File: src/shared/vbcs_pkg.sv
// Constants, types and field layout shared by the channel scheduler files.
package vbcs_pkg;

  localparam int CHAN_W = 4;
  localparam int NCH_DEF = 14;

  localparam logic [7:0] ADDR_TX_CTRL = 8'h01;
  localparam logic [7:0] ADDR_CMD = 8'h03;
  localparam logic [7:0] ADDR_TX_STAT = 8'h05;
  localparam logic [7:0] ADDR_LAST_ERR = 8'h07;
  localparam logic [7:0] ADDR_IRQ_STAT = 8'h09;

  localparam logic [7:0] TX_CTRL_RST = 8'h00;
  localparam int MR_LSB = 0;
  localparam int MR_W = 4;

  localparam int CMD_ACTI_BIT = 0;
  localparam int CMD_IDLE_BIT = 1;
  localparam int CMD_REARB_BIT = 2;

  localparam int STAT_CHAN_LSB = 0;
  localparam int STAT_RETRY_LSB = 4;

  localparam int ERR_CV_BIT = 0;
  localparam int ERR_ACKNOWLEDGE_FAULT_FLAG_BIT = 1;
  localparam int ERR_FRAME_CHECK_FAULT_FLAG_BIT = 2;

  localparam int IRQ_TE_BIT = 0;

  // Software write to one channel's producer, status and abort bits.
  typedef struct packed {
    logic producer;
    logic channel_transmitted_flag;
    logic channel_received_flag;
    logic channel_abort_error_bit;
  } vbcs_chan_wr_t;

  // Outcome of one bus attempt, reported by the line engine.
  typedef struct packed {
    logic ok;
    logic lost;
    logic cv;
    logic acknowledge_fault_flag;
    logic frame_check_fault_flag;
  } vbcs_tx_res_t;

  typedef enum logic [1:0] {
    VBCS_IDLE  = 2'b00,
    VBCS_START = 2'b01,
    VBCS_WAIT  = 2'b11
  } vbcs_state_t;

endpackage

File: src/core/vbcs_scheduler.sv
// Channel receive/transmit scheduler with shared retry, rearbitrate and abort.
`timescale 1ns/100ps
module vbcs_scheduler #(
  parameter int NCH = vbcs_pkg::NCH_DEF
) (
  input wire logic i_clk,
  input wire logic i_rstn,
  input wire logic [7:0] i_reg_addr,
  input wire logic i_reg_wr,
  input wire logic i_reg_rd,
  input wire logic [7:0] i_reg_wdata,
  output logic [7:0] o_reg_rdata,
  input wire logic i_chan_wr,
  input wire logic [vbcs_pkg::CHAN_W-1:0] i_chan_idx,
  input wire vbcs_pkg::vbcs_chan_wr_t i_chan_cfg,
  output logic [NCH-1:0] o_chan_tx_flag,
  output logic [NCH-1:0] o_chan_rx_flag,
  input wire logic i_rx_frame,
  input wire logic [NCH-1:0] i_rx_match,
  output logic o_rx_deliver,
  output logic [vbcs_pkg::CHAN_W-1:0] o_rx_chan,
  output logic o_tx_start,
  output logic [vbcs_pkg::CHAN_W-1:0] o_tx_chan,
  input wire logic i_tx_done,
  input wire vbcs_pkg::vbcs_tx_res_t i_tx_res,
  output logic o_idle,
  output logic o_te_flag
);

  localparam int CW = vbcs_pkg::CHAN_W;
  localparam int MW = vbcs_pkg::MR_W;

  generate
    if (NCH < 1 || NCH > (1 << CW)) begin : g_bad_nch
      $error("vbcs_scheduler: NCH out of range");
    end
  endgenerate

  function automatic logic [NCH-1:0] onehot(input logic [CW-1:0] idx);
    onehot = '0;
    onehot[idx] = 1'b1;
  endfunction

  // Channel flags.
  logic [NCH-1:0] producer_q;
  logic [NCH-1:0] channel_transmitted_flag_q;
  logic [NCH-1:0] channel_received_flag_q;
  logic [NCH-1:0] abort_pend_q;
  logic [NCH-1:0] channel_transmitted_flag_d;
  logic [NCH-1:0] channel_received_flag_d;
  logic [NCH-1:0] abort_pend_d;

  // Registers.
  logic [7:0] tx_ctrl_q;
  logic [2:0] last_err_q;
  logic [2:0] last_err_d;
  logic te_q;
  logic te_d;
  logic idle_req_q;
  logic idle_q;
  logic idle_d;
  logic rearb_q;
  logic rearb_d;
  logic rearb_seen_q;
  logic rearb_seen_d;
  logic [7:0] rdata_q;

  // Transmit scheduling state.
  vbcs_pkg::vbcs_state_t state_q;
  vbcs_pkg::vbcs_state_t state_d;
  logic [CW-1:0] cur_q;
  logic [CW-1:0] cur_d;
  logic locked_q;
  logic locked_d;
  logic [CW-1:0] resume_q;
  logic [CW-1:0] resume_d;
  logic resume_v_q;
  logic resume_v_d;
  logic [MW-1:0] retry_cnt_q;
  logic [MW-1:0] retry_cnt_d;
  logic [MW-1:0] retries_done_q;
  logic [MW-1:0] retries_done_d;

  // Register decode.
  wire wr_tx_ctrl = i_reg_wr && (i_reg_addr == vbcs_pkg::ADDR_TX_CTRL);
  wire wr_cmd = i_reg_wr && (i_reg_addr == vbcs_pkg::ADDR_CMD);
  wire wr_irq = i_reg_wr && (i_reg_addr == vbcs_pkg::ADDR_IRQ_STAT);
  wire [MW-1:0] max_retry_count = tx_ctrl_q[vbcs_pkg::MR_LSB +: MW];
  wire cmd_acti = i_reg_wdata[vbcs_pkg::CMD_ACTI_BIT];
  wire cmd_idle = i_reg_wdata[vbcs_pkg::CMD_IDLE_BIT];
  wire cmd_rearb = i_reg_wdata[vbcs_pkg::CMD_REARB_BIT];

  // Only produced channels join transmit scheduling.
  wire [NCH-1:0] tx_pending = producer_q & ~channel_transmitted_flag_q & ~abort_pend_q;
  // A channel that has received is no longer a candidate.
  wire [NCH-1:0] rx_active = ~channel_received_flag_q;
  wire [NCH-1:0] rx_cand = i_rx_match & rx_active;

  wire rx_any;
  wire [CW-1:0] rx_idx;
  wire tx_any;
  wire [CW-1:0] tx_idx;

  // Lowest matching active channel takes the frame.
  vbcs_prio_enc #(.N(NCH), .W(CW)) u_rx_prio (
    .i_req(rx_cand),
    .o_any(rx_any),
    .o_idx(rx_idx)
  );

  // Lowest pending channel number is served first.
  vbcs_prio_enc #(.N(NCH), .W(CW)) u_tx_prio (
    .i_req(tx_pending),
    .o_any(tx_any),
    .o_idx(tx_idx)
  );

  wire rx_take = i_rx_frame && rx_any;
  wire chan_wr_ok = i_chan_wr && (int'(i_chan_idx) < NCH);
  wire [NCH-1:0] wr_sel = chan_wr_ok ? onehot(i_chan_idx) : '0;
  wire [NCH-1:0] cur_sel = onehot(cur_q);
  wire in_attempt = (state_q != vbcs_pkg::VBCS_IDLE);
  // Abort is honoured only on an enabled producer channel.
  // It is ignored once the channel is already transmitted.
  wire abort_req = chan_wr_ok && i_chan_cfg.channel_abort_error_bit && producer_q[i_chan_idx]
                   && !channel_transmitted_flag_q[i_chan_idx];
  wire abort_defer = abort_req && in_attempt && (i_chan_idx == cur_q);
  wire [NCH-1:0] abort_now = (abort_req && !abort_defer) ? wr_sel : '0;
  wire [NCH-1:0] abort_late = abort_defer ? wr_sel : '0;

  // Attempt outcome decode.
  wire att_end = (state_q == vbcs_pkg::VBCS_WAIT) && i_tx_done;
  wire att_fail = !i_tx_res.ok && !i_tx_res.lost
                  && (i_tx_res.cv || i_tx_res.acknowledge_fault_flag || i_tx_res.frame_check_fault_flag);
  wire cur_aborted = abort_pend_q[cur_q];
  wire cur_disabled = channel_transmitted_flag_q[cur_q] || !producer_q[cur_q];
  wire exhausted = att_fail && (retry_cnt_q == '0);
  wire finished = att_end && (i_tx_res.ok || exhausted || cur_aborted || cur_disabled);
  // Idle waits while a rearbitrated sequence still has work.
  wire tx_work = in_attempt || locked_q || resume_v_q || (|tx_pending);
  // Entering idle blocks a start in the same cycle, so no attempt opens in idle.
  wire idle_enter = idle_req_q && !(rearb_seen_q && tx_work) && !in_attempt;
  wire can_start = !idle_q && !idle_enter && (locked_q ? tx_pending[cur_q] : tx_any);

  // Channel flag next values; hardware sets win over software clears.
  always_comb begin
    channel_transmitted_flag_d = (channel_transmitted_flag_q & ~wr_sel) | (wr_sel & {NCH{i_chan_cfg.channel_transmitted_flag}});
    channel_received_flag_d = (channel_received_flag_q & ~wr_sel) | (wr_sel & {NCH{i_chan_cfg.channel_received_flag}});
    abort_pend_d = (abort_pend_q & ~wr_sel) | abort_late;
    // A carried-out abort marks the channel transmitted.
    channel_transmitted_flag_d = channel_transmitted_flag_d | abort_now;
    if (att_end && (i_tx_res.ok || exhausted || cur_aborted)) begin
      // Transmitted flag set on success, exhaustion or a deferred abort.
      channel_transmitted_flag_d = channel_transmitted_flag_d | cur_sel;
      abort_pend_d = abort_pend_d & ~cur_sel;
    end
    if (rx_take) begin
      channel_received_flag_d = channel_received_flag_d | onehot(rx_idx);
    end
  end

  // Transmit sequencing with the single shared retry counter.
  always_comb begin
    state_d = state_q;
    cur_d = cur_q;
    locked_d = locked_q;
    resume_d = resume_q;
    resume_v_d = resume_v_q;
    retry_cnt_d = retry_cnt_q;
    retries_done_d = retries_done_q;
    last_err_d = last_err_q;
    te_d = te_q;
    rearb_d = rearb_q || (wr_cmd && cmd_rearb);
    rearb_seen_d = rearb_seen_q || (wr_cmd && cmd_rearb);
    // Enabling a channel while nothing runs loads the counter.
    if (chan_wr_ok && !i_chan_cfg.channel_transmitted_flag && !locked_q && !in_attempt) begin
      retry_cnt_d = max_retry_count;
    end
    case (state_q)
      vbcs_pkg::VBCS_IDLE: begin
        if (can_start) begin
          if (!locked_q) begin
            // Every new channel starts from the one counter.
            cur_d = tx_idx;
            retry_cnt_d = max_retry_count;
            retries_done_d = '0;
          end
          locked_d = 1'b1;
          state_d = vbcs_pkg::VBCS_START;
        end else if (locked_q && !tx_pending[cur_q]) begin
          // A resumed channel that ended meanwhile must not hold the scheduler.
          locked_d = 1'b0;
        end
      end
      vbcs_pkg::VBCS_START: begin
        state_d = vbcs_pkg::VBCS_WAIT;
      end
      vbcs_pkg::VBCS_WAIT: begin
        if (i_tx_done) begin
          state_d = vbcs_pkg::VBCS_IDLE;
          if (att_fail) begin
            last_err_d[vbcs_pkg::ERR_CV_BIT] = i_tx_res.cv;
            last_err_d[vbcs_pkg::ERR_ACKNOWLEDGE_FAULT_FLAG_BIT] = i_tx_res.acknowledge_fault_flag;
            last_err_d[vbcs_pkg::ERR_FRAME_CHECK_FAULT_FLAG_BIT] = i_tx_res.frame_check_fault_flag;
          end
          // Lost contention leaves the counter alone.
          // Counter N allows N retries after the first attempt.
          if (att_fail && !exhausted && !cur_aborted) begin
            retry_cnt_d = retry_cnt_q - MW'(1);
            retries_done_d = retries_done_q + MW'(1);
          end
          // Failure with an empty counter raises the error flag.
          if (exhausted && !cur_aborted) begin
            te_d = 1'b1;
          end
          if (finished) begin
            // A disabled or ended channel gets no more attempts.
            locked_d = 1'b0;
            // A rearbitrate aimed at the ended loop has nothing left to postpone.
            rearb_d = wr_cmd && cmd_rearb;
            if (resume_v_q) begin
              // Reload and return to the pre-empted channel.
              cur_d = resume_q;
              locked_d = 1'b1;
              resume_v_d = 1'b0;
              retry_cnt_d = max_retry_count;
              retries_done_d = '0;
            end
          end else if (rearb_q) begin
            // Attempt done; reload and let priority decide again.
            resume_d = cur_q;
            resume_v_d = 1'b1;
            locked_d = 1'b0;
            rearb_d = 1'b0;
            retry_cnt_d = max_retry_count;
            retries_done_d = '0;
          end
        end
      end
      default: begin
        state_d = vbcs_pkg::VBCS_IDLE;
      end
    endcase
    if (wr_irq && i_reg_wdata[vbcs_pkg::IRQ_TE_BIT] && !(exhausted && !cur_aborted && att_end)) begin
      te_d = 1'b0;
    end
  end

  always_comb begin
    idle_d = idle_q;
    if (idle_enter) begin
      idle_d = 1'b1;
    end
    if (wr_cmd && cmd_acti && !cmd_idle) begin
      idle_d = 1'b0;
    end
  end

  // Read mux; unmapped offsets return zero.
  wire [7:0] tx_stat = {retries_done_q, cur_q};
  wire [7:0] rd_mux =
    (i_reg_addr == vbcs_pkg::ADDR_TX_CTRL) ? tx_ctrl_q :
    (i_reg_addr == vbcs_pkg::ADDR_CMD) ?
      8'({rearb_q, idle_req_q, 1'b0}) :
    // Retries performed and current channel number.
    (i_reg_addr == vbcs_pkg::ADDR_TX_STAT) ? tx_stat :
    (i_reg_addr == vbcs_pkg::ADDR_LAST_ERR) ? 8'(last_err_q) :
    (i_reg_addr == vbcs_pkg::ADDR_IRQ_STAT) ? 8'(te_q) : 8'h00;

  always_ff @(posedge i_clk or negedge i_rstn) begin
    if (!i_rstn) begin
      producer_q <= '0;
      channel_transmitted_flag_q <= '1;
      channel_received_flag_q <= '1;
      abort_pend_q <= '0;
    end else begin
      producer_q <= (producer_q & ~wr_sel) | (wr_sel & {NCH{i_chan_cfg.producer}});
      channel_transmitted_flag_q <= channel_transmitted_flag_d;
      channel_received_flag_q <= channel_received_flag_d;
      abort_pend_q <= abort_pend_d;
    end
  end

  always_ff @(posedge i_clk or negedge i_rstn) begin
    if (!i_rstn) begin
      state_q <= vbcs_pkg::VBCS_IDLE;
      cur_q <= '0;
      locked_q <= 1'b0;
      resume_q <= '0;
      resume_v_q <= 1'b0;
      retry_cnt_q <= '0;
      retries_done_q <= '0;
    end else begin
      state_q <= state_d;
      cur_q <= cur_d;
      locked_q <= locked_d;
      resume_q <= resume_d;
      resume_v_q <= resume_v_d;
      retry_cnt_q <= retry_cnt_d;
      retries_done_q <= retries_done_d;
    end
  end

  // The device leaves reset in idle, as the line stays quiet until activated.
  always_ff @(posedge i_clk or negedge i_rstn) begin
    if (!i_rstn) begin
      tx_ctrl_q <= vbcs_pkg::TX_CTRL_RST;
      last_err_q <= '0;
      te_q <= 1'b0;
      idle_req_q <= 1'b1;
      idle_q <= 1'b1;
      rearb_q <= 1'b0;
      rearb_seen_q <= 1'b0;
      rdata_q <= 8'h00;
    end else begin
      if (wr_tx_ctrl) begin
        tx_ctrl_q <= i_reg_wdata;
      end
      if (wr_cmd) begin
        idle_req_q <= cmd_idle;
      end
      last_err_q <= last_err_d;
      te_q <= te_d;
      idle_q <= idle_d;
      rearb_q <= rearb_d;
      rearb_seen_q <= (idle_d && !idle_q) ? 1'b0 : rearb_seen_d;
      if (i_reg_rd) begin
        rdata_q <= rd_mux;
      end
    end
  end

  // Delivery strobe is registered so the channel number and pulse align.
  logic rx_deliver_q;
  logic [CW-1:0] rx_chan_q;
  always_ff @(posedge i_clk or negedge i_rstn) begin
    if (!i_rstn) begin
      rx_deliver_q <= 1'b0;
      rx_chan_q <= '0;
    end else begin
      rx_deliver_q <= rx_take;
      if (rx_take) begin
        rx_chan_q <= rx_idx;
      end
    end
  end

  assign o_reg_rdata = rdata_q;
  assign o_chan_tx_flag = channel_transmitted_flag_q;
  assign o_chan_rx_flag = channel_received_flag_q;
  assign o_rx_deliver = rx_deliver_q;
  assign o_rx_chan = rx_chan_q;
  assign o_tx_start = (state_q == vbcs_pkg::VBCS_START);
  assign o_tx_chan = cur_q;
  assign o_idle = idle_q;
  assign o_te_flag = te_q;

endmodule

File: src/core/vbcs_prio_enc.sv
// Lowest-index-first priority encoder over a request vector.
`timescale 1ns/100ps
module vbcs_prio_enc #(
  parameter int N = 14,
  parameter int W = 4
) (
  input wire logic [N-1:0] i_req,
  output logic o_any,
  output logic [W-1:0] o_idx
);

  generate
    if (N > (1 << W)) begin : g_bad
      $error("vbcs_prio_enc: N does not fit in W bits");
    end
  endgenerate

  // Scanning from the top down leaves the lowest set index in place.
  always_comb begin
    o_idx = '0;
    for (int k = N - 1; k >= 0; k--) begin
      if (i_req[k]) begin
        o_idx = W'(k);
      end
    end
  end

  assign o_any = |i_req;

endmodule

File: config.mk
export PLATFORM = sky130hd
export DESIGN_NAME = vbcs_scheduler
export DESIGN_NICKNAME = d
export VERILOG_FILES = /design/src/shared/vbcs_pkg.sv /design/src/core/vbcs_scheduler.sv /design/src/core/vbcs_prio_enc.sv
export SDC_FILE = /design/constraint.sdc
export NUM_CORES = 1
export LEC_CHECK = 0
export BUFFER_PORTS_ARGS = -buffer_cell sky130_fd_sc_hd__buf_4
export CAP_MARGIN = 10
export CORE_MARGIN = 2
export CORE_UTILIZATION = 45
export CTS_CLUSTER_SIZE = 25
export DETAILED_ROUTE_END_ITERATION = 6
export GPL_TIMING_DRIVEN = 0
export PLACE_DENSITY = 0.68
export SYNTH_ARGS = -nofsm -noshare
export SYNTH_HDL_FRONTEND = slang
export SYNTH_HIERARCHICAL = 1
export SYNTH_SLANG_ARGS = --single-unit
File: constraint.sdc
create_clock -name i_clk -period 2.7 [get_ports i_clk]
set_input_delay 0.675 -clock i_clk [delete_from_list [all_inputs] [get_ports i_clk]]
set_output_delay 0.675 -clock i_clk [all_outputs]
set_load 0.03 [all_outputs]
# ---- After elaboration in Yosys (flattened, before gate mapping)
# Index checks and enable logic that the tools add are counted.
dict set report classes {
  bitwise 24
  add_sub_neg 2
  eq_ne 15
  mux 104
  order_cmp 7
  reduce_logical 84
}
# op n
set ops {}
lappend ops {{$mux W4} 48}
lappend ops {{$and A14 B14 Y14} 11}
lappend ops {{$or A14 B14 Y14} 7}
lappend ops {{$mux W14} 6}
lappend ops {{$not A14 Y14} 5}
lappend ops {{$logic_and A1 B1 Y1} 39}
lappend ops {{$mux W1} 30}
lappend ops {{$reduce_or A14 Y1} 2}
lappend ops {{$bmux W1 S4} 6}
lappend ops {{$mux W8} 3}
lappend ops {{$pmux W4 S2} 3}
lappend ops {{$eq A8 B3 Y1 const B} 2}
lappend ops {{$logic_not A1 Y1} 16}
lappend ops {{$lt A4 B5 Y1 const B} 3}
lappend ops {{$demux W1 S4} 3}
lappend ops {{$ge A4 B1 Y1 const B} 3}
lappend ops {{$reduce_and A4 Y1} 3}
lappend ops {{$reduce_bool A2 Y1} 6}
lappend ops {{$logic_or A1 B1 Y1} 11}
lappend ops {{$ne A2 B2 Y1 const B} 5}
lappend ops {{$reduce_and A3 Y1} 3}
lappend ops {{$eq A8 B1 Y1 const B} 1}
lappend ops {{$eq A8 B2 Y1 const B} 1}
lappend ops {{$eq A8 B4 Y1 const B} 1}
lappend ops {{other kinds (16)} 18}
dict set report totals {
  word_cells 257
  reg_bits 105
  out_inout_bits 48
  inputBits 50
}

# ---- Logic depth before layout (Yosys ltp)
# Gate-level depths: netlist of the first run.
dict set report depth {
  word_depth 22
  depth_mapped 11
  depth_no_buf 10
}

# ---- Modules after synthesis
# The synthesis of the first run kept the hierarchy.
# module cells_per_inst area_each_um2 instances seq_area_each_um2
set by_module_without_submodules {}
lappend by_module_without_submodules {vbcs_scheduler 591 6190.9 1 2665.1}
lappend by_module_without_submodules {vbcs_prio_enc 25 148.9 2 0.0}

# ---- Worst setup path before layout of the first run
# Ideal clock, no wire load.
dict set report synth_path {
  path_kind {flip-flop to flip-flop}
  startpoint {register cur_q[0], in the netlist o_tx_chan[0]}
  endpoint {register retry_cnt_q[1]}
  arrival_ps 2902
  n_path_buf 1
  stages_incl_launch_ff 9
  setup_time_ps 140
  path_slack_ps -342
  required_time_ps 2560
  synth_period_minus_slack_ps 3042
  path_cell_list {dfrtp_1 > buf_6 > mux4_2 > a22o_1 > or4_4 > a211oi_4 > mux2i_1 > o31a_1 > o221ai_1}
}
dict set report synth_between {
  elab_chain_len 9
  elab_cells_between_ends 24
  cone_classes {16 x mux; 8 x reduce/logical}
}
# item line
set synth_rtl {}
lappend synth_rtl {{from (decl)} vbcs_scheduler.sv:71} ;# logic [CW-1:0] cur_q;
lappend synth_rtl {{from (signal assigned)} vbcs_scheduler.sv:295} ;# cur_q <= cur_d;
lappend synth_rtl {{$bmux W1 S4, on equally long branches} {vbcs_scheduler.sv:135, vbcs_scheduler.sv:136}}
lappend synth_rtl {{$mux W1, on equally long branches} {vbcs_scheduler.sv:135, vbcs_scheduler.sv:136}}
lappend synth_rtl {{$logic_not A1 Y1, on equally long branches} {vbcs_scheduler.sv:208, vbcs_scheduler.sv:136}}
lappend synth_rtl {{$logic_and A1 B1 Y1 / $logic_or A1 B1 Y1 (equally long branches)} {vbcs_scheduler.sv:208, vbcs_scheduler.sv:136}}
lappend synth_rtl {{$mux W4 / $logic_or A1 B1 Y1 (equally long branches)} {vbcs_scheduler.sv:208, vbcs_scheduler.sv:138}}
lappend synth_rtl {{$mux W4, or another cell as far along} vbcs_scheduler.sv:229} ;# end else if (rearb_q) begin
lappend synth_rtl {{$mux W4} vbcs_scheduler.sv:216} ;# if (finished) begin
lappend synth_rtl {{$mux W4} vbcs_scheduler.sv:199} ;# if (i_tx_done) begin
lappend synth_rtl {{$pmux W4 S2 *} vbcs_scheduler.sv:179} ;# case (state_q)
lappend synth_rtl {{named net retry_cnt_d[1]} vbcs_scheduler.sv:80} ;# logic [MW-1:0] retry_cnt_d;
lappend synth_rtl {{to (signal assigned)} vbcs_scheduler.sv:299} ;# retry_cnt_q <= retry_cnt_d;
lappend synth_rtl {{to (decl)} vbcs_scheduler.sv:79} ;# logic [MW-1:0] retry_cnt_q;
# Mark *: on every way through the listed nets, which the timed path passes. The rest lies on a longest branch. The select of a mux whose other input is x is not followed.
# A chain may end at the register's enable or synchronous reset.

# ---- Worst setup path after layout of the first run
dict set report layout_path {
  startpoint {register cur_q[0], in the netlist o_tx_chan[0]}
  endpoint {register cur_q[3], in the netlist o_tx_chan[3]}
}
dict set report layout_between {
  elab_chain_len 8
  elab_cells_between_ends 18
  cone_classes {2 x eq/ne; 9 x mux; 7 x reduce/logical}
}
# item line
set layout_rtl {}
lappend layout_rtl {{$bmux W1 S4} vbcs_scheduler.sv:136} ;# wire cur_disabled = channel_transmitted_flag_q[cur_q] || !producer_q[cur_q];
lappend layout_rtl {{$mux W1 (implied by the code)} vbcs_scheduler.sv:136}
lappend layout_rtl {{$logic_not A1 Y1} vbcs_scheduler.sv:136}
lappend layout_rtl {{$logic_or A1 B1 Y1} vbcs_scheduler.sv:136}
lappend layout_rtl {{$logic_or A1 B1 Y1} vbcs_scheduler.sv:138} ;# wire finished = att_end && (i_tx_res.ok || exhausted || cur_aborted || cur_disabled);
lappend layout_rtl {{$logic_and A1 B1 Y1} vbcs_scheduler.sv:138}
lappend layout_rtl {{$ne A2 B2 Y1 (no source line)} n/a}
lappend layout_rtl {{$reduce_and A6 Y1 (no source line) *} n/a}
# Mark *: on every way between the ends. The rest lies on a longest branch, timed or not. The select of a mux whose other input is x is not followed.

==> impl_metrics.toml, run 1 <==
[run_status]
status = "finished with violations"
violations = "negative setup slack"

[clocking]
cts_tree = "built"
clk_latency_ps = 360
clk_pin_slew_ps = 70
cts_root_buf = "clkbuf_16"
cts-buffers-inserted = 9
cts.sinks = 105
clk_path_buf_depth = 2
cts_htree_levels = 3

[placed_design]
dpl.hpwl_mm = 14.65
gp_congestion = 0.9422
port_buffers = 92
place_ws_ps = -537.4

[critical_path]
worstSetupPathType = "reg2reg"
path_max_fanout = 5
cp-start-kind = "register"
cp.required_ps = 2940
end_kind = "register"
worst_ep_arrival_time_ps = 3250

[pwr]
leakage_uw = 0.003432
vdd_drop_max_mv = 0.4783
p_per_area_mw_per_mm2 = 999.6

[grt]
antenna_found_initial = 0
grt_util_all_layers_pct = 26.28
overflow = 0
grt_pass1_vias = 5680
grt_pass1_wl_mm = 30.52
grt_max_degree = 59

[finish]
seq_area_mm2 = 0.002666
drive_gt1_share_pct = 35.99
syn_to_final_growth_pct = 25.51
fin_util_pct = 58.22
fillers = 1221
insertedDiodeCount = 0
nets = 814
multiInputGateArea_mm2 = 0.003874

[synthesis]
yosys.area_share.simple_pct = 18.99
synth_compound_area_share_pct = 14.23
ys_warn_count = 6
synth_ff_type = "dfrtp_1"
ys_types = 65
yosys-top-cells-area = "dfrtp_1 (29%), dfstp_2 (12%), mux2i_1 (7.9%)"
avgSynthCellArea_um2 = 10.12
synth.mux.area_fraction_pct = 20.54
syn_area_mm2 = 0.006489
async_reset_ff_share_pct = 100.0
synth-seq-cells = 105
seq_area_frac_synth_pct = 41.07
synth_xor_area_share_pct = 0.9449
synthAdderAreaFrac_pct = 0.9641
yosysMostFrequentCell = "dfrtp_1"
synth.top_cells.by_count = "dfrtp_1 (75), nor2_1 (57), mux2i_1 (51), mux2_2 (45), a21oi_1 (34)"
synth_fp_nets = 696
synth_edf_count = 0
synth_top_family_by_area = "multiplexers"
synthCells = 641
synth_area_leader_cell = "dfrtp_1"
yosysTopAreaCellShare_pct = 28.92

[die]
start_util_pct = 46.39
die_area_mm2 = 0.01540
num_io_pins = 98
fp-row-count = 43
die_width_um = 124.1
fp.dieH_um = 124.1
coreArea_mm2 = 0.01399

[detailed_routing]
first_iter_violations = 550
drc = 0
dr.pass1.iters = 5
via_per_inst = 6.194
vias = 5847
ant_nets = 0
wl_per_cell_um = 21.02
routed_wl_mm = 19.84

[sta]
period_share_pct = 111.2
setup_viol = 18
drv_slew = 0
hold_viol_final = 0
tightestPinTransition_ps = 733.2
rsz0062_at_grt = "true"
max_freq_mhz = 333.2
slew_headroom_pct = 50.94
finalWorstSetupSlack_ps = -301.4
period_minus_slack_ps = 3001
fin_skew_ps = 7.622

[min_path]
holdCritPathClass = "in2async"

[job]
cap_violations = 0
==> cell type report <==
cell class | count | share of cell area, %
repair buffers | 109 | 10.43
well taps | 180 | 2.765
flip-flops and latches | 105 | 32.74
plain buffers | 27 | 1.721
inverters | 25 | 1.152
multi-input cells | 482 | 47.56
clock buffers | 10 | 2.811
clock inverters | 6 | 0.8143
==> worst max-delay path, cell delays in order (launching register included) <==
cell,delay (ps)
dfrtp_2,370
buf_6,120
mux4_2,540
a22o_4,280
or4_4,520
a211oi_4,180
buf_6,150
buf_4,120
nor3b_4,40
o21a_2,250
mux2_4,310
==> path summary, 6_finish.rpt <==
path / start / end / slack [ps] / cells after the start
worst max-delay path: o_tx_chan[0]$_DFFE_PN0P_ / o_tx_chan[3]$_DFFE_PN0P_ / -300 / 10
worst min-delay path: i_rstn / asynchronous set/reset pin / 340 / 1
worst max register to register: o_tx_chan[0]$_DFFE_PN0P_ / o_tx_chan[3]$_DFFE_PN0P_ / -300 / 10
worst min register to register: o_rx_chan[2]$_DFFE_PN0P_ / o_rx_chan[2]$_DFFE_PN0P_ / 500 / 1
max in group asynchronous: i_rstn / o_idle$_DFF_PN1_ / 1610 / 2
min in group i_clk: o_rx_chan[2]$_DFFE_PN0P_ / o_rx_chan[2]$_DFFE_PN0P_ / 500 / 1
==> power by group <==
| group | internal, uW | switching, uW |
|---|---|---|
| Clock | 724 | 618 |
| Combinational | 1740 | 2450 |
| Sequential | 2120 | 494 |
| Total | 4580 | 3560 |
==> stage by stage <==
stage | cell area [um2] | hold WS [ps] | std cells | total power (uW) | TNS (ps)
CTS | 7955 | 362.4 | 939 | 7959 | -3750
global route | 8144 | 390.5 | 944 | 8559 | -5546
detailed placement | 7457 | 494.5 | 914 | 6466 | -19750
global placement | 7430 | 469.0 | 913 | 6391 | -18570
floorplan | 6514 | 379.4 | 641 | 5176 | -1716
finish | 8144 | 341.9 | 944 | 8140 | -4111
==> placed cells by master, fill, tap and decap left out, types with 5 or more instances in the layout <==
| master | count |
|---|---|
| a21oi_1 | 32 |
| a221o_1 | 5 |
| a22oi_1 | 11 |
| a31oi_1 | 6 |
| and3_1 | 6 |
| buf_4 | 105 |
| buf_6 | 5 |
| clkbuf_1 | 15 |
| clkbuf_16 | 9 |
| clkbuf_2 | 5 |
| dfrtp_1 | 74 |
| dfstp_2 | 30 |
| inv_1 | 24 |
| mux2_2 | 40 |
| mux2_4 | 5 |
| mux2i_1 | 50 |
| mux4_2 | 14 |
| nand2_1 | 28 |
| nand2b_1 | 14 |
| nand3_1 | 13 |
| nand3b_1 | 5 |
| nor2_1 | 56 |
| nor2b_1 | 28 |
| nor3_1 | 13 |
| nor3b_1 | 5 |
| nor3b_2 | 16 |
| nor4_1 | 8 |
| o21ai_0 | 28 |
| o31ai_1 | 6 |
==> cell families (layout without fill, tap and decap cells) <==
| group | count (synthesis) | count (layout) |
|---|---|---|
| flops | 105 | 105 |
| xor+xnor | 7 | 7 |
| simple gates | 223 | 223 |
| compound gates | 137 | 137 |
| buf+inv | 54 | 177 |
| mux | 110 | 110 |
| fa+ha+maj | 5 | 5 |
==> layer usage <==
layer  up-vias  part of all wire, %  track usage (%)  wire [um]
li1       2630                    -                -          -
met1      2922                   44            36.87       8730
met2       253                   46            40.95       9220
met3        42                  6.7            3.709       1339
met4         0                  2.8            10.74        552
met5         -                    0                0          0
==> repair_timing <==
item | 4_1_cts | 5_1_grt
pin swaps | 9 | 9
hold buffers | 0 | 0
resized for setup | 31 | 40
endpoints found under the setup margin | 45 | 52
buffers inserted | 10 | 6
endpoints found under the hold margin | 0 | 0
Power figures use the tool's default switching activity.
==> inputs of run 2 (changes only) <==
CAP_MARGIN = 20   (was 10)
SKIP_CTS_REPAIR_TIMING = 1   (was unset)
SYNTH_HIERARCHICAL = unset   (was 1)
==> run 2 against run 1 <==
Final area increased by 0.65%. Critical endpoint unchanged. Register-to-register slack better by 20 ps. Setup slack gained 18 ps. Routed wire length up 5.5%. The run still ends with negative setup slack left. Core utilization rose by 0.15 points. Largest power group unchanged.
==> impl_metrics.toml, run 2 <==
[run_status]
status = "finished with violations"
violations = "negative setup slack"

[finish]
layout_common_cells = "buf_4 (120), nand2_1 (82), dfrtp_1 (73)"
insertedDiodeCount = 0
syn_to_final_growth_pct = 25.69
nets = 872
final_common_cell = "buf_4"
drive_gt1_share_pct = 32.97

[clocking]
cts.sinks = 105
clk_path_buf_depth = 2
cts_tree = "built"
cts-buffers-inserted = 9
cts_htree_levels = 3
cts_root_buf = "clkbuf_16"
clk_latency_ps = 360
clk_pin_slew_ps = 80

[synthesis]
avgSynthCellArea_um2 = 9.534
async_reset_ff_share_pct = 100.0
synth_fp_nets = 739
synth_top_family_by_area = "simple AND/OR/NAND/NOR gates"
yosys.area_share.simple_pct = 20.51
synth_xor_area_share_pct = 0.8058
yosys-top-cells-area = "dfrtp_1 (29%), dfstp_2 (12%), mux4_2 (5.9%)"
syn_area_mm2 = 0.006521
synthCells = 684
seq_area_frac_synth_pct = 40.87
synth_edf_count = 0
ys_warn_count = 0
synthAdderAreaFrac_pct = 0.9593
yosysTopAreaCellShare_pct = 28.78
synth_area_leader_cell = "dfrtp_1"
ys_types = 73
synth-seq-cells = 105
synth.top_cells.by_count = "nand2_1 (83), dfrtp_1 (75), nor2_1 (65), mux2i_1 (37), a21oi_1 (34)"
synth_ff_type = "dfrtp_1"
synth.mux.area_fraction_pct = 17.25
synth_compound_area_share_pct = 15.69
yosysMostFrequentCell = "nand2_1"

[detailed_routing]
drc = 0
vias = 6163
ant_nets = 0
first_iter_violations = 594
dr.pass1.iters = 5
routed_wl_mm = 20.93
wl_per_cell_um = 20.89
via_per_inst = 6.151

[placed_design]
dpl.hpwl_mm = 15.43
gp_congestion = 0.9597
place_ws_ps = -708.0
port_buffers = 96

[critical_path]
worst_ep_arrival_time_ps = 3240
end_kind = "register"
slowest_delay_ps = 530
path_max_fanout = 7
cp-start-kind = "register"
reg2reg_setup_slack_ps = -280
crit_path_cell_trace = "buf_12, mux4_2, a22oi_2, nand2_1, a211o_1, or2_1, buf_6, and3_4, o21ai_4, mux2_4"
crit_slowest_cell = "mux4_2"
worstSetupPathType = "reg2reg"
cp.required_ps = 2950

[sta]
fin_skew_ps = 9.617
period_minus_slack_ps = 2983
setup_viol = 19
period_share_pct = 110.5
hold_viol_final = 0
drv_slew = 0
tightestPinTransition_ps = 824.9
rsz0062_at_grt = "true"
fin_setup_tns_ps = -3634
finalWorstSetupSlack_ps = -283.1
max_freq_mhz = 335.2
slew_headroom_pct = 44.59

[grt]
grt_pass1_vias = 5805
overflow = 0
grt_pass1_wl_mm = 32.31
grt_max_degree = 73
grt_util_all_layers_pct = 26.38
antenna_found_initial = 0

[die]
num_io_pins = 98
start_util_pct = 46.44
die_area_mm2 = 0.01547
fp.dieH_um = 124.4
fp-row-count = 43
coreArea_mm2 = 0.01404
die_width_um = 124.4

[pwr]
leakage_uw = 0.003679
p_per_area_mw_per_mm2 = 968.4
vdd_drop_max_mv = 0.5216

[min_path]
holdCritPathClass = "in2async"

[job]
cap_violations = 0
[run 2: area by class of cell]
| class | count | area, um2 |
|---|---|---|
| Fill cell | 1204 | 5846 |
| Multi-Input combinational cell | 517 | 3757 |
| Sequential cell | 105 | 2668 |
| Timing Repair Buffer | 122 | 939.7 |
| Clock buffer | 9 | 225.2 |
| Tap cell | 180 | 225.2 |
| Buffer | 27 | 195.2 |
| Inverter | 35 | 138.9 |
| Clock inverter | 7 | 47.55 |
[run 2: per-stage QoR]
stage	instance area, um2	hold WS, ps	util [%]	power (uW)	std cells
5_1_grt	8197	296.1	58.37	8336	1002
6_report	8197	258.3	58.37	7938	1002
2_1_floorplan	6576	379.4	-	4984	684
3_5_place_dp	7550	475.1	53.76	6229	961
3_3_place_gp	7522	470.7	53.57	6155	960
4_1_cts	7823	271.3	55.71	7504	977
[run 2: per-layer routing]
layer  vias to the layer above  global-route usage (%)  share of wire, %
met5                         -                       0                 0
met3                        54                   5.026               7.6
met4                         0                   8.394               3.3
met1                      3018                   35.62                41
met2                       312                   43.01                48
li1                       2779                       -                 -
[run 2: worst paths after layout]
check,startpoint,endpoint,cells past startpoint
max,o_tx_chan[0]$_DFFE_PN0P_,o_tx_chan[3]$_DFFE_PN0P_,10
min,i_rstn,locked_q$_DFFE_PN0P_,1
max reg2reg,o_tx_chan[0]$_DFFE_PN0P_,o_tx_chan[3]$_DFFE_PN0P_,10
min reg2reg,resume_q[1]$_DFFE_PN0P_,resume_q[1]$_DFFE_PN0P_,1
max in group asynchronous,i_rstn,o_chan_rx_flag[10]$_DFF_PN1_,2
min in group i_clk,resume_q[1]$_DFFE_PN0P_,resume_q[1]$_DFFE_PN0P_,1
[run 2: report_power, final]
group | switching, uW | leakage, uW | total [uW] | internal (uW)
logic | 2390 | 0.00223 | 4140 | 1750
registers | 457 | 0.00131 | 2540 | 2090
clock network | 627 | 0.000131 | 1250 | 624
[run 2: logic make-up after synthesis]
kind of cell,Yosys count
simple gates,271
compound gates,148
flops,105
mux,87
buf+inv,62
xor+xnor,6
fa+ha+maj,5
[run 2: worst max-delay path, delay by kind of cell, from the launching register on]
kind            cells  cell delay (ps)
buf+inv             2              260
mux                 2              850
compound gates      3              870
flops               1              390
simple gates        3              490
==> inputs of run 3 (changes only) <==
SKIP_LAST_GASP = 1   (was unset)
==> run 3 against run 2 <==
The flow still finishes with violations (negative setup slack). Die area unchanged. Critical endpoint unchanged. Sequential share of layout area increased by 0.12 points. Largest cell class unchanged. Global-route usage unchanged.
==> impl_metrics.toml, run 3 (synthesis results as in run 2) <==
[run_status]
status = "finished with violations"
violations = "negative setup slack"

[pwr]
leakage_uw = 0.003672
p_per_area_mw_per_mm2 = 969.6
p_int_uw = 4449
p_clk_share_pct = 15.8
vdd_drop_max_mv = 0.5230
combPwrFrac_pct = 52.0
p_switching_uw = 3469
switching_share_pct = 43.81
sequentialPowerShare_pct = 32.2

[die]
num_io_pins = 98
die_width_um = 124.4
coreArea_mm2 = 0.01404
start_util_pct = 46.44
fp-row-count = 43
die_area_mm2 = 0.01547
fp.dieH_um = 124.4

[clocking]
clk_path_buf_depth = 2
cts_root_buf = "clkbuf_16"
clk_latency_ps = 360
cts_tree = "built"
cts.sinks = 105
clk_pin_slew_ps = 70
cts-buffers-inserted = 9
cts_htree_levels = 3

[placed_design]
placed_cell_area_mm2 = 0.007550
port_buffers = 96
dpl.hpwl_mm = 15.43
gp_congestion = 0.9597
dpl.cell_count = 961

[critical_path]
worst_ep_arrival_time_ps = 3260
path_max_fanout = 7
end_kind = "register"
cp-start-kind = "register"
r2r_cells = 10
cp.required_ps = 2950
worstSetupPathType = "reg2reg"

[detailed_routing]
dr.pass1.iters = 5
ant_nets = 0
drc = 0
vias = 6189
via_per_inst = 6.177
routed_wl_mm = 20.94
first_iter_violations = 578
wl_per_cell_um = 20.90

[grt]
grt_pass1_vias = 5805
grt_pass1_wl_mm = 32.31
grt_util_all_layers_pct = 26.38
antenna_found_initial = 0
overflow = 0
grt_max_degree = 73

[job]
cap_violations = 0

[finish]
final_area_mm2 = 0.008167
insertedDiodeCount = 0
nets = 872
syn_to_final_growth_pct = 25.23
fin_util_pct = 58.16
drive_gt1_share_pct = 32.85
layout_common_cells = "buf_4 (120), nand2_1 (82), dfrtp_1 (73)"
final_common_cell = "buf_4"
final_cells = 1002

[sta]
period_share_pct = 111.2
tightestPinTransition_ps = 824.6
period_minus_slack_ps = 3003
slew_headroom_pct = 44.61
hold_viol_final = 0
finalWorstSetupSlack_ps = -302.5
fin_setup_tns_ps = -4402
drv_slew = 0
fin_skew_ps = 7.607
max_freq_mhz = 333.1
setup_viol = 24
rsz0062_at_grt = "true"

[min_path]
holdCritPathClass = "in2async"
run 3: path summary, 6_finish.rpt:
| path | from | endpoint | slack (ps) |
|---|---|---|---|
| worst max-delay path | o_tx_chan[0]$_DFFE_PN0P_ | o_tx_chan[3]$_DFFE_PN0P_ | -300 |
| worst min-delay path | i_rstn | locked_q$_DFFE_PN0P_ | 260 |
| worst max register to register | o_tx_chan[0]$_DFFE_PN0P_ | o_tx_chan[3]$_DFFE_PN0P_ | -300 |
| worst min register to register | resume_q[1]$_DFFE_PN0P_ | resume_q[1]$_DFFE_PN0P_ | 500 |
| max in group asynchronous | i_rstn | o_chan_rx_flag[10]$_DFF_PN1_ | 1690 |
| min in group i_clk | resume_q[1]$_DFFE_PN0P_ | resume_q[1]$_DFFE_PN0P_ | 500 |
run 3: cell type report:
| cell class | instances | area (um2) |
|---|---|---|
| sequential | 105 | 2668 |
| clock buffer | 9 | 225.2 |
| fill | 1202 | 5876 |
| timing repair buffer | 122 | 939.7 |
| buffer | 27 | 188.9 |
| clock inverter | 7 | 47.55 |
| tap | 180 | 225.2 |
| multi-input combinational | 517 | 3736 |
| inverter | 35 | 136.4 |
run 3: power by group through the flow:
stage | Combinational (uW) | Sequential [uW] | Clock (uW)
final | 4120 | 2550 | 1250
after global routing | 4380 | 2590 | 1340
after CTS | 3690 | 2540 | 1280
after detailed placement | 3680 | 2550 | 0
after global placement | 3610 | 2540 | 0
after floorplan | 2090 | 2890 | 0
run 3: stage by stage:
step | hold WS [ps] | power (uW) | setup WS [ps]
floorplan | 379.4 | 4984 | -135.8
global placement | 470.7 | 6155 | -674.2
detailed placement | 475.1 | 6229 | -708.0
CTS | 271.3 | 7504 | -639.2
global route | 296.1 | 8312 | -347.8
finish | 258.5 | 7918 | -302.5
run 3: routing by layer:
metal / vias up / track usage (%) / share of wire (%)
li1: 2773 / - / -
met1: 3035 / 35.62 / 42
met2: 316 / 43.01 / 47
met3: 65 / 5.026 / 7.3
met4: 0 / 8.394 / 3.5
met5: - / 0 / 0
run 3: worst max-delay path: stages (launching register included):
cell and delay [ps]:
dfrtp_2 400, buf_12 130, mux4_2 530, a22oi_2 320
nand2_1 100, a211o_1 320, or2_1 230, buf_6 130
and3_4 160, o21ai_4 230, mux2_4 320
